**src/ebls_map.svh**
```systemverilog
`ifndef EBLS_MAP_SVH
`define EBLS_MAP_SVH
// ======================================================
// widths and lane positions
`define EBLS_ADDR_W 32
`define EBLS_DATA_W 48
`define EBLS_BANKS 4
`define EBLS_LANE_W32_LSB 16
`define EBLS_LANE_W40_LSB 8
`define EBLS_LANE_W16_LSB 16
`define EBLS_LANE_W8_LSB 16
// ======================================================
// default bank size field: log2 of words per bank
`define EBLS_BANK_LOG2_RST 5'h18
// ======================================================
// access cycles before the filtered acknowledge can be trusted
`define EBLS_ACK_SETTLE 3'h4
// ======================================================
// reset values
`define EBLS_BANK_SEL_IDLE 4'hF
`define EBLS_ZERO_ADDR 32'h0000_0000
`define EBLS_ZERO_DATA 48'h0000_0000_0000
`endif

```
**src/ebls_pkg.sv**
```systemverilog
package ebls_pkg;
   typedef enum logic [1:0] {
      EBLS_W32,
      EBLS_W40,
      EBLS_W16,
      EBLS_W8
   } ebls_width_t;

   typedef struct packed {
      logic valid;
      logic write;
      logic cond;
      ebls_width_t width;
      logic [31:0] addr;
      logic [39:0] wdata;
   } ebls_req_t;

   typedef struct packed {
      logic done;
      logic [39:0] rdata;
   } ebls_rsp_t;
endpackage

```
**src/ebls_lane_select.sv**
```systemverilog
`timescale 1ns/100ps
`include "ebls_map.svh"
// How it works
// - as bus master the block drives the full 32-bit address for external accesses.
// - when another master or host accesses internal memory, the address pins are taken as inputs.
// - 32-bit float and fixed words use data bits 47 to 16.
// - 40-bit extended words use data bits 47 to 8.
// - 16-bit short words use data bits 31 to 16.
// - byte-wide PROM boot data uses data bits 23 to 16.
// - four active-low bank selects, sized from the system config register.
// - bank selects are decoded from the address and change with the address.
// - selects stay idle with no external access, but a conditional access asserts the bank anyway.
// - bank zero select together with the page signal can select a DRAM bank.
// - only the bus master drives the bank select lines.
// - bus outputs float while bus suspend is asserted or the block is a slave.
// - synchronous inputs are sampled on the clock, asynchronous ones are synchronised first.
// - data inputs keep their last driven level when undriven; address inputs are taken every cycle the block does not drive them.
module ebls_lane_select
   import ebls_pkg::*;
#(
   parameter int ADDR_W = `EBLS_ADDR_W,
   parameter int DATA_W = `EBLS_DATA_W
) (
   // clock and reset
   input wire logic ref_clk,
   input wire logic rst_n,
   // core side
   input wire ebls_req_t core_req,
   output ebls_rsp_t core_rsp,
   input wire logic [4:0] system_config_register,
   input wire logic bus_master,
   input wire logic page_cross,
   // slave side address capture
   output logic [ADDR_W-1:0] slave_addr,
   // external address pins
   input wire logic [ADDR_W-1:0] addr_in,
   output logic [ADDR_W-1:0] addr_out,
   output logic addr_oe_n,
   // external data pins
   input wire logic [DATA_W-1:0] data_in,
   input wire logic [DATA_W-1:0] data_in_en,
   output logic [DATA_W-1:0] data_out,
   output logic [DATA_W-1:0] data_oe_n,
   // bank selects and dram page
   output logic [3:0] bank_select_n,
   output logic bank_select_oe_n,
   output logic dram_sel_n,
   output logic page_out,
   // control pins
   input wire logic bus_suspend_tristate,
   input wire logic ack_in
);
   // ======================================================
   // input synchronisers
   logic [2:0] bus_suspend_tristate_sync_ff, nxt_bus_suspend_tristate_sync;
   logic bus_suspend_tristate_q_ff, nxt_bus_suspend_tristate_q;
   logic [2:0] ack_sync_ff, nxt_ack_sync;
   logic ack_q_ff, nxt_ack_q;

   always_comb begin
      nxt_bus_suspend_tristate_sync = {bus_suspend_tristate_sync_ff[1:0], bus_suspend_tristate};
      nxt_ack_sync = {ack_sync_ff[1:0], ack_in};
      nxt_bus_suspend_tristate_q = bus_suspend_tristate_q_ff;
      nxt_ack_q = ack_q_ff;
      if (bus_suspend_tristate_sync_ff[1] == bus_suspend_tristate_sync_ff[2]) begin
         nxt_bus_suspend_tristate_q = bus_suspend_tristate_sync_ff[2];
      end
      if (ack_sync_ff[1] == ack_sync_ff[2]) begin
         nxt_ack_q = ack_sync_ff[2];
      end
   end

   always_ff @(posedge ref_clk or negedge rst_n) begin
      if (!rst_n) begin
         bus_suspend_tristate_sync_ff <= 3'h0;
         bus_suspend_tristate_q_ff <= 1'b0;
         ack_sync_ff <= 3'h7;
         ack_q_ff <= 1'b1;
      end else begin
         bus_suspend_tristate_sync_ff <= nxt_bus_suspend_tristate_sync;
         bus_suspend_tristate_q_ff <= nxt_bus_suspend_tristate_q;
         ack_sync_ff <= nxt_ack_sync;
         ack_q_ff <= nxt_ack_q;
      end
   end

   // ======================================================
   // functions
   function automatic logic [3:0] bank_decode(input logic [31:0] a, input logic [4:0] log2sz);
      logic [31:0] idx;
      idx = a >> log2sz;
      bank_decode = 4'hF;
      if (idx < 32'h4) begin
         bank_decode[idx[1:0]] = 1'b0;
      end
   endfunction

   function automatic logic [47:0] lane_mask(input ebls_width_t w);
      case (w)
         EBLS_W32: lane_mask = 48'hFFFF_FFFF_0000;
         EBLS_W40: lane_mask = 48'hFFFF_FFFF_FF00;
         EBLS_W16: lane_mask = 48'h0000_FFFF_0000;
         EBLS_W8: lane_mask = 48'h0000_00FF_0000;
         default: lane_mask = 48'h0000_0000_0000;
      endcase
   endfunction

   function automatic logic [47:0] lane_place(input ebls_width_t w, input logic [39:0] d);
      case (w)
         EBLS_W32: lane_place = {d[31:0], 16'h0000};
         EBLS_W40: lane_place = {d, 8'h00};
         EBLS_W16: lane_place = {16'h0000, d[15:0], 16'h0000};
         EBLS_W8: lane_place = {24'h000000, d[7:0], 16'h0000};
         default: lane_place = 48'h0000_0000_0000;
      endcase
   endfunction

   function automatic logic [39:0] lane_take(input ebls_width_t w, input logic [47:0] d);
      case (w)
         EBLS_W32: lane_take = {8'h00, d[47:16]};
         EBLS_W40: lane_take = d[47:8];
         EBLS_W16: lane_take = {24'h000000, d[31:16]};
         EBLS_W8: lane_take = {32'h0000_0000, d[23:16]};
         default: lane_take = 40'h00_0000_0000;
      endcase
   endfunction

   // ======================================================
   // pin hold latches on address and data inputs
   logic [ADDR_W-1:0] addr_hold_ff, nxt_addr_hold;
   logic [DATA_W-1:0] data_hold_ff, nxt_data_hold;
   logic [ADDR_W-1:0] addr_sync_ff, nxt_addr_sync;

   always_comb begin
      nxt_addr_hold = addr_hold_ff;
      if (!addr_oe_n == 1'b0) begin
         nxt_addr_hold = addr_in;
      end
      nxt_addr_sync = addr_hold_ff;
   end

   genvar gi;
   generate
      for (gi = 0; gi < DATA_W; gi++) begin : g_hold
         always_comb begin
            nxt_data_hold[gi] = data_in_en[gi] ? data_in[gi] : data_hold_ff[gi];
         end
      end
   endgenerate

   always_ff @(posedge ref_clk or negedge rst_n) begin
      if (!rst_n) begin
         addr_hold_ff <= `EBLS_ZERO_ADDR;
         addr_sync_ff <= `EBLS_ZERO_ADDR;
         data_hold_ff <= `EBLS_ZERO_DATA;
      end else begin
         addr_hold_ff <= nxt_addr_hold;
         addr_sync_ff <= nxt_addr_sync;
         data_hold_ff <= nxt_data_hold;
      end
   end

   // ======================================================
   // access sequencer
   typedef enum logic [1:0] {
      ST_IDLE,
      ST_ACCESS,
      ST_DONE
   } ebls_state_t;

   ebls_state_t state_ff, nxt_state;
   ebls_req_t cur_ff, nxt_cur;
   ebls_rsp_t rsp_ff, nxt_rsp;
   logic [ADDR_W-1:0] addr_out_ff, nxt_addr_out;
   logic [DATA_W-1:0] data_out_ff, nxt_data_out;
   logic [DATA_W-1:0] data_oe_n_ff, nxt_data_oe_n;
   logic addr_oe_n_ff, nxt_addr_oe_n;
   logic [3:0] bsel_ff, nxt_bsel;
   logic bsel_oe_n_ff, nxt_bsel_oe_n;
   logic dram_ff, nxt_dram;
   logic page_ff, nxt_page;
   logic [2:0] acc_cnt_ff, nxt_acc_cnt;
   logic drive_ok;

   always_comb begin
      drive_ok = bus_master && !bus_suspend_tristate_q_ff;
      nxt_state = state_ff;
      nxt_cur = cur_ff;
      nxt_rsp = rsp_ff;
      nxt_rsp.done = 1'b0;
      nxt_addr_out = addr_out_ff;
      nxt_data_out = data_out_ff;
      nxt_data_oe_n = {DATA_W{1'b1}};
      nxt_bsel = `EBLS_BANK_SEL_IDLE;
      nxt_dram = 1'b1;
      nxt_page = 1'b0;
      nxt_acc_cnt = 3'h0;
      case (state_ff)
         ST_IDLE: begin
            if (core_req.valid && drive_ok) begin
               nxt_cur = core_req;
               nxt_state = ST_ACCESS;
               nxt_addr_out = core_req.addr;
               nxt_bsel = bank_decode(core_req.addr, system_config_register);
            end
         end
         ST_ACCESS: begin
            nxt_bsel = bank_decode(cur_ff.addr, system_config_register);
            // a stale high acknowledge must not end the access before a wait shows through the filter
            nxt_acc_cnt = (acc_cnt_ff == 3'h7) ? acc_cnt_ff : acc_cnt_ff + 3'h1;
            nxt_dram = nxt_bsel[0] | ~page_cross;
            nxt_page = page_cross & ~nxt_bsel[0];
            if (cur_ff.write && cur_ff.cond) begin
               nxt_data_out = lane_place(cur_ff.width, cur_ff.wdata);
               nxt_data_oe_n = ~lane_mask(cur_ff.width);
            end
            if (!drive_ok) begin
               nxt_state = ST_IDLE;
               nxt_bsel = `EBLS_BANK_SEL_IDLE;
            end else if (ack_q_ff && acc_cnt_ff >= `EBLS_ACK_SETTLE) begin
               nxt_state = ST_DONE;
               nxt_rsp.done = 1'b1;
               nxt_bsel = `EBLS_BANK_SEL_IDLE;
               nxt_dram = 1'b1;
               nxt_page = 1'b0;
               nxt_rsp.rdata = cur_ff.write ? 40'h00_0000_0000
                  : lane_take(cur_ff.width, data_hold_ff & lane_mask(cur_ff.width));
            end
         end
         ST_DONE: begin
            nxt_state = ST_IDLE;
         end
         default: begin
            nxt_state = ST_IDLE;
         end
      endcase
      nxt_addr_oe_n = !drive_ok;
      nxt_bsel_oe_n = !drive_ok;
      if (!drive_ok) begin
         nxt_data_oe_n = {DATA_W{1'b1}};
      end
   end

   always_ff @(posedge ref_clk or negedge rst_n) begin
      if (!rst_n) begin
         state_ff <= ST_IDLE;
         cur_ff <= '0;
         rsp_ff <= '0;
         addr_out_ff <= `EBLS_ZERO_ADDR;
         data_out_ff <= `EBLS_ZERO_DATA;
         data_oe_n_ff <= {DATA_W{1'b1}};
         addr_oe_n_ff <= 1'b1;
         bsel_ff <= `EBLS_BANK_SEL_IDLE;
         bsel_oe_n_ff <= 1'b1;
         dram_ff <= 1'b1;
         page_ff <= 1'b0;
         acc_cnt_ff <= 3'h0;
      end else begin
         state_ff <= nxt_state;
         cur_ff <= nxt_cur;
         rsp_ff <= nxt_rsp;
         addr_out_ff <= nxt_addr_out;
         data_out_ff <= nxt_data_out;
         data_oe_n_ff <= nxt_data_oe_n;
         addr_oe_n_ff <= nxt_addr_oe_n;
         bsel_ff <= nxt_bsel;
         bsel_oe_n_ff <= nxt_bsel_oe_n;
         dram_ff <= nxt_dram;
         page_ff <= nxt_page;
         acc_cnt_ff <= nxt_acc_cnt;
      end
   end

   assign core_rsp = rsp_ff;
   assign addr_out = addr_out_ff;
   assign addr_oe_n = addr_oe_n_ff;
   assign data_out = data_out_ff;
   assign data_oe_n = data_oe_n_ff;
   assign bank_select_n = bsel_ff;
   assign bank_select_oe_n = bsel_oe_n_ff;
   assign dram_sel_n = dram_ff;
   assign page_out = page_ff;
   assign slave_addr = addr_sync_ff;
endmodule

```
**config.mk**
```make
export PLATFORM = sky130hd
export DESIGN_NAME = ebls_lane_select
export DESIGN_NICKNAME = d
export VERILOG_FILES = /design/src/ebls_pkg.sv /design/src/ebls_lane_select.sv
export VERILOG_INCLUDE_DIRS = /design/src
export SDC_FILE = /design/constraint.sdc
export NUM_CORES = 1
export LEC_CHECK = 0
export BUFFER_PORTS_ARGS = -buffer_cell sky130_fd_sc_hd__clkbuf_2
export CAP_MARGIN = 20
export CELL_PAD_IN_SITES_DETAIL_PLACEMENT = 1
export CELL_PAD_IN_SITES_GLOBAL_PLACEMENT = 1
export CORE_UTILIZATION = 40
export CTS_CLUSTER_DIAMETER = 120
export CTS_CLUSTER_SIZE = 8
export DETAILED_ROUTE_END_ITERATION = 8
export PLACE_DENSITY = 0.88
export SETUP_SLACK_MARGIN = 0.02
export SYNTH_ARGS = -nofsm -noshare
export SYNTH_HDL_FRONTEND = slang
export SYNTH_SLANG_ARGS = --single-unit
```
**constraint.sdc**
```tcl
create_clock -name ref_clk -period 3.35 [get_ports ref_clk]
set_clock_uncertainty 0.05 [all_clocks]
set_input_delay 0.1675 -clock ref_clk [delete_from_list [all_inputs] [get_ports ref_clk]]
set_output_delay 0.1675 -clock ref_clk [all_outputs]
set_load 0.05 [all_outputs]
```
==> impl_metrics.yaml, run 1 <==
placed_design:
  place_congestion: 0.9270
  dpl.hpwl_mm: 31.52
  port-buffer-count: 392
  place_ws_ps: 355.5
drt:
  first_iter_violations: 948
  routed_wl_mm: 56.15
  firstDrtPassIters: 6
  drc: 0
  ant_nets: 0
  via_count: 12092
  wl_per_cell_um: 25.96
  viasPerCell: 5.590
setup_path:
  crit_end: "dram_sel_n"
  critPathRequiredTime_ps: 3750
  criticalPathCategory: "reg2reg"
  r2r_setup_slack_ps: 570
  regToRegStartpoint: "addr_out[8]"
  crit_path_end_kind: "register"
  r2r-end: "dram_sel_n"
  start_kind: "register"
  crit_path_start: "addr_out[8]"
  path_max_fanout: 9
  worstPathArrival_ps: 3180
  rr_worst_depth: 8
sta:
  tightest_slew_ps: 939.2
  hold_viol: 0
  period_needed_ps: 2781
  slew_headroom_pct: 37.39
  final.setup.tns_ps: 0
  max_freq_mhz: 359.6
  period_share_pct: 83.02
  slew_viol_final: 0
  rsz0062_at_grt: "false"
  timing.final.ws_setup_ps: 568.9
  setup_viol: 0
synthesis:
  synth_most_common_cell: "dfrtp_1"
  synth_top_area_cell: "dfrtp_1"
  ys_ff_latch: 285
  ys_warn_count: 0
  seq_area_frac_synth_pct: 51.19
  syn-mean-instance-area_um2: 11.96
  ys.flop_type: "dfrtp_1"
  synthDistinctLibCells: 70
  synthTopCellsByArea: "dfrtp_1, mux2_2, mux2i_1"
  syn_area_um2: 13970
  async_reset_ff_share_pct: 100.0
  synth_edf_count: 0
  synth_top_area_share_pct: 48.56
  synthTopCellsByCount: "dfrtp_1, mux2_2, nand2_1"
  netlist_instances: 1168
die:
  boundaryPins: 425
  die_area_um2: 35670
  initial_core_util_pct: 40.53
  die_y_um: 188.9
  num_rows: 68
  coreArea_um2: 34460
  die_x_um: 188.9
clock_network:
  cts-root-buf: "clkbuf_16"
  cts_sinks: 285
  cts_setup_buffers: 0
  cts_buffers: 41
  cts_buffer_depth: 3
  cts_tree: "done"
  h-tree-depth: 2
  clk_latency_ps: 550
  cts.clk_slew.worst_paths_ps: 70
finish:
  layout.nets: 1900
  syn2layout_area_growth_pct: 35.61
  drive_gt1_share_pct: 39.13
  fillers: 3658
hold_path:
  hp-class: "in2reg"
global_routing:
  grt_max_degree: 115
  grt_overflow: 0
  grt_pass1_wl_mm: 84.98
  grt_use_met1_pct: 36.06
  grtUsageMet2_pct: 56.55
  grt_pass1_vias: 13537
  top_usage_layer: "met2"
  antenna_found_initial: 0
  track_usage_pct: 31.29
  met3_usage_pct: 5.690
power:
  power_density_nw_per_um2: 660.1
  peakVddDrop_uv: 540.2
  fin_total_pwr_mw: 12.50
  leakage_nw: 8.880
run:
  drv_cap: 0
status:
  status: "finished clean"
## layer usage
layer	up-vias	share of wire, %
met5	-	0
met4	0	4.5
met3	173	6.6
met2	636	52
met1	6142	37
li1	5141	-
## timing repair
action / in CTS / in global routing
hold buffers: 192 / 0
hold endpoints to repair: 249 / 0
resized for setup: 0 / 0
## state kept, by name, indices dropped and copies added (netlist names), 2 cells and up
signal,count
acc_cnt_ff,3
ack_sync_ff,3
addr_hold_ff,32
addr_out,32
bank_select_n,4
bus_suspend_tristate_sync_ff,3
core_rsp,41
cur_ff,44
data_hold_ff,40
data_oe_n,4
data_out,40
slave_addr,32
state_ff,2
## cells by family (layout without fill, tap and decap cells)
kind of cell	Yosys count	in the layout	share of synthesized area, %
AOI/OAI and AO/OA	191	191	9.524
xor gates and xnor gates	1	1	0.06272
adders and majority gates	4	4	0.3225
other	2	17	0.05377
buffers and inverters	183	708	7.857
DFF	285	285	51.19
and+or+nand+nor	230	230	8.054
muxes	272	272	22.93
## power by group
| part | switching, mW | internal (mW) | total [mW] |
|---|---|---|---|
| Clock | 1.67 | 2.31 | 3.98 |
| Combinational | 2.59 | 1.25 | 3.85 |
| Sequential | 0.651 | 4.02 | 4.67 |
## cell usage in the layout, fill, tap and decap left out, types with 14 or more instances in the layout
cell and count:
o31ai_1 41, clkbuf_2 390, o21ai_0 41, inv_1 22, mux2i_1 95, nor2_1 28, clkbuf_16 42, dfstp_2 14
clkbuf_1 24, a211oi_1 15, mux2_2 151, dlygate4sd3_1 192, nand2_1 113, buf_4 31, dfrtp_1 270, nor2b_1 17
mux4_2 22, a21oi_1 34, conb_1 16
## final cells by class
class,count,area [um2],share of cell area (%)
flip-flops and latches,285,7151,37.76
multi-input cells,714,5803,30.64
repair buffers,616,4161,21.97
clock buffers,66,1141,6.025
well taps,455,569.3,3.006
inverters,24,90.09,0.4757
clock inverters,2,21.27,0.1123
diodes,1,2.502,0.01321
## critical path, stage by stage, from the launching register on
cell       delay, ps
dfrtp_1          490
and2_0           210
a2111oi_1        370
a31oi_1           70
or3_4            360
a2111oi_4        310
a211oi_1          90
o21ai_1          340
or3b_1           390
## worst min-delay path by stage
| stage | start | endpoint | slack, ps | cells past startpoint |
|---|---|---|---|---|
| floorplan | rst_n | acc_cnt_ff[0] | -180 | 0 |
| global placement | ack_in | ack_sync_ff[0] | 210 | 1 |
| detailed placement | ack_in | ack_sync_ff[0] | 210 | 1 |
| CTS | bus_master | bank_select_oe_n | 140 | 3 |
| global route | bus_master | bank_select_oe_n | 180 | 3 |
| finish | bus_master | bank_select_oe_n | 160 | 3 |
## metrics by stage
| stage | area, um2 | utilization (%) | hold WS, ps | std cells |
|---|---|---|---|---|
| 2_1_floorplan | 14020 | - | -178.1 | 1182 |
| 3_5_place_dp | 15850 | 46.01 | 207.3 | 1902 |
| 6_report | 18940 | 54.96 | 164.8 | 2163 |
| 5_1_grt | 18940 | 54.96 | 180.0 | 2162 |
| 4_1_cts | 18940 | 54.96 | 136.6 | 2162 |
| 3_3_place_gp | 15850 | 46.01 | 207.4 | 1902 |
Power figures use the tool's default switching activity.
==> run 2: changes to the inputs <==
--- a/config.mk
+++ b/config.mk
@@ -6,15 +6,16 @@
 export SDC_FILE = /design/constraint.sdc
 export NUM_CORES = 1
 export LEC_CHECK = 0
+export ABC_AREA = 1
 export BUFFER_PORTS_ARGS = -buffer_cell sky130_fd_sc_hd__clkbuf_2
 export CAP_MARGIN = 20
 export CELL_PAD_IN_SITES_DETAIL_PLACEMENT = 1
 export CELL_PAD_IN_SITES_GLOBAL_PLACEMENT = 1
-export CORE_UTILIZATION = 40
+export CORE_UTILIZATION = 38
 export CTS_CLUSTER_DIAMETER = 120
 export CTS_CLUSTER_SIZE = 8
 export DETAILED_ROUTE_END_ITERATION = 8
-export PLACE_DENSITY = 0.88
+export PLACE_DENSITY = 0.89
 export SETUP_SLACK_MARGIN = 0.02
 export SYNTH_ARGS = -nofsm -noshare
 export SYNTH_HDL_FRONTEND = slang
==> constraint.sdc (replaced) <==
create_clock -name ref_clk -period 2.76 [get_ports ref_clk]
set_clock_uncertainty 0.05 [all_clocks]
set_input_delay 0.138 -clock ref_clk [delete_from_list [all_inputs] [get_ports ref_clk]]
set_output_delay 0.138 -clock ref_clk [all_outputs]
set_load 0.05 [all_outputs]
==> run 2 against run 1 <==
The flow now finishes with violations (design-rule violations). Fmax rose by 18%. Final area fell by 0.50%. Core utilization fell by 2.1 points. Count of clock-buffer cells in the layout fell by 14. Non-clock buffer count rose by 6. Die area rose by 4.0%. Critical endpoint is now data_out[28]. Highest routed layer is now met5.
==> impl_metrics.yaml, run 2 <==
status:
  status: "finished with violations"
  failed_checks: "design-rule violations"
setup_path:
  path_max_fanout: 25
  worstPathArrival_ps: 2700
  criticalPathCategory: "reg2reg"
  crit_path_end_kind: "register"
  path_cells: "inv_2, nor2_4, buf_4, buf_4, nand2_1, a21oi_1"
  crit_family: "buffers and inverters"
  cp_common_cell: "buf_4"
  crit_path_max_incr_delay_ps: 690
  start_kind: "register"
  path_buf_inv: 3
  cp_slowest_cell: "a21oi_1"
  critPathRequiredTime_ps: 3110
clock_network:
  cts.clk_slew.worst_paths_ps: 60
  cts_tree: "done"
  cts_buffers: 41
  cts_buffer_depth: 3
  clk_latency_ps: 570
  cts_setup_buffers: 0
  cts_sinks: 285
  h-tree-depth: 2
  cts-root-buf: "clkbuf_16"
global_routing:
  grt_pass1_wl_mm: 101.0
  track_usage_pct: 37.06
  grt_pass1_vias: 16398
  antenna_found_initial: 8
  grt_max_degree: 98
  grt_overflow: 0
sta:
  max_freq_mhz: 425.1
  hold_viol: 0
  tightest_slew_ps: 938.9
  period_share_pct: 85.23
  final.setup.tns_ps: 0
  period_needed_ps: 2352
  rsz0062_at_grt: "false"
  slew_viol_final: 0
  setup_viol: 0
  slew_headroom_pct: 37.41
synthesis:
  ys_ff_latch: 285
  syn-mean-instance-area_um2: 8.376
  async_reset_ff_share_pct: 100.0
  syn_area_um2: 13800
  synthTopCellsByArea: "dfrtp_1, nand2_1, nand3_1"
  seq_area_frac_synth_pct: 51.79
  synthTopCellsByCount: "nand2_1, dfrtp_1, nand3_1"
  ys.flop_type: "dfrtp_1"
  synthDistinctLibCells: 41
  ys_warn_count: 0
  netlist_instances: 1648
  synth_edf_count: 0
  synth_top_area_share_pct: 49.13
  synth_most_common_cell: "nand2_1"
  synth_top_area_cell: "dfrtp_1"
drt:
  via_count: 15068
  first_iter_violations: 1299
  firstDrtPassIters: 7
  wl_per_cell_um: 25.95
  drc: 21
  routed_wl_mm: 68.40
  ant_nets: 0
  viasPerCell: 5.716
die:
  initial_core_util_pct: 38.71
  die_y_um: 192.6
  die_area_um2: 37090
  coreArea_um2: 35660
  die_x_um: 192.6
  num_rows: 69
  boundaryPins: 425
placed_design:
  port-buffer-count: 392
  place_congestion: 0.8652
  dpl.cell_count: 2375
  dpl.hpwl_mm: 36.91
power:
  power_density_nw_per_um2: 804.3
  peakVddDrop_uv: 649.6
  leakage_nw: 9.561
finish:
  layout.cells.most_common: "nand2_1"
  finalNonFillerCells: 2636
  largest_reg_flops: 44
  layout_common_cells: "nand2_1, clkbuf_2, dfrtp_1, dlygate4sd3_1, nand3_1"
  drive_gt1_share_pct: 25.32
  top_register: "cur_ff"
  layout.nets: 2377
  syn2layout_area_growth_pct: 36.52
run:
  drv_cap: 0
hold_path:
  hp-class: "in2reg"
[run 2: changes by cell type after synthesis, moves of 15 or more]
| cell | previous run | this run |
|---|---|---|
| mux4_2 | 22 | 0 |
| nand2_1 | 113 | 569 |
| a211oi_1 | 15 | 0 |
| a21oi_1 | 34 | 76 |
| mux2_2 | 151 | 46 |
| nor2b_1 | 18 | 0 |
| inv_1 | 22 | 66 |
| nor2_1 | 28 | 72 |
| mux2i_1 | 95 | 0 |
| o21ai_0 | 41 | 114 |
| nand3_1 | 8 | 148 |
| o31ai_1 | 41 | 2 |
[run 2: cells by family after synthesis]
kind of cell    Yosys count  synth area share (%)
simple gates            817                 24.23
other cells               2               0.05441
mux                      46                 3.753
fa+ha+maj                 4                0.3263
flops                   285                 51.79
xor+xnor                  1               0.06346
compound gates          250                 10.13
buf+inv                 243                 9.654
[run 2: per-stage QoR]
stage	util, %	cell area, um2	setup slack [ps]	power [mW]	hold slack [ps]
2_1_floorplan	-	13860	979.7	8.277	-207.6
3_3_place_gp	43.91	15660	532.1	9.315	5.327
3_5_place_dp	43.91	15660	313.7	9.533	5.054
4_1_cts	52.80	18830	99.03	14.58	12.35
5_1_grt	52.85	18840	275.5	15.57	74.25
6_report	52.85	18840	407.8	15.16	42.99
[run 2: where the power goes]
| group | leakage, nW | switching, mW | total, mW | internal [mW] |
|---|---|---|---|---|
| Clock | 0.552 | 2.18 | 4.90 | 2.72 |
| Sequential | 3.49 | 0.716 | 5.57 | 4.86 |
| Combinational | 5.52 | 3.49 | 4.69 | 1.20 |
| Total | 9.56 | 6.38 | 15.2 | 8.77 |
[run 2: repair_timing]
action | 4_1_cts | 5_1_grt
resized for setup | 0 | 5
endpoints found under the setup margin | 0 | 2
endpoints found under the hold margin | 434 | 0
hold buffers | 202 | 0
[run 2: worst paths after layout]
| kind | slack, ps | depth (start not counted) | end | startpoint |
|---|---|---|---|---|
| worst min register to register | 280 | 0 | ack_sync_ff[2] | ack_sync_ff[1] |
| worst max register to register | 410 | 6 | data_out[28] | cur_ff[72] |
| worst min-delay path | 40 | 5 | addr_out[6] | core_req[76] |
| min in group asynchronous | 570 | 3 | addr_out[2] | rst_n |
| worst max-delay path | 410 | 6 | data_out[28] | cur_ff[72] |
| max in group asynchronous | 950 | 4 | addr_out[8] | rst_n |
[run 2: worst reg2reg max path, cell delays in order, from the launching register on]
cell and delay (ps):
dfrtp_1 510, inv_2 90, nor2_4 120, buf_4 310
buf_4 310, nand2_1 100, a21oi_1 690
[run 2: final cells by class]
type	instances	area (um2)
fillers	4241	16810
flip-flops and latches	285	7149
multi-input cells	1134	5399
repair buffers	622	4279
clock buffers	52	1067
well taps	461	576.8
inverters	75	284.0
clock inverters	4	81.33
diodes	3	7.507
[run 2: per-layer routing]
layer | global-route usage, % | up-vias | share of wire [%]
met5 | 0 | - | 0.073
met4 | 31.25 | 10 | 9.3
met3 | 11.00 | 402 | 8.9
met2 | 60.49 | 959 | 48
met1 | 39.35 | 7394 | 34
li1 | - | 6303 | -
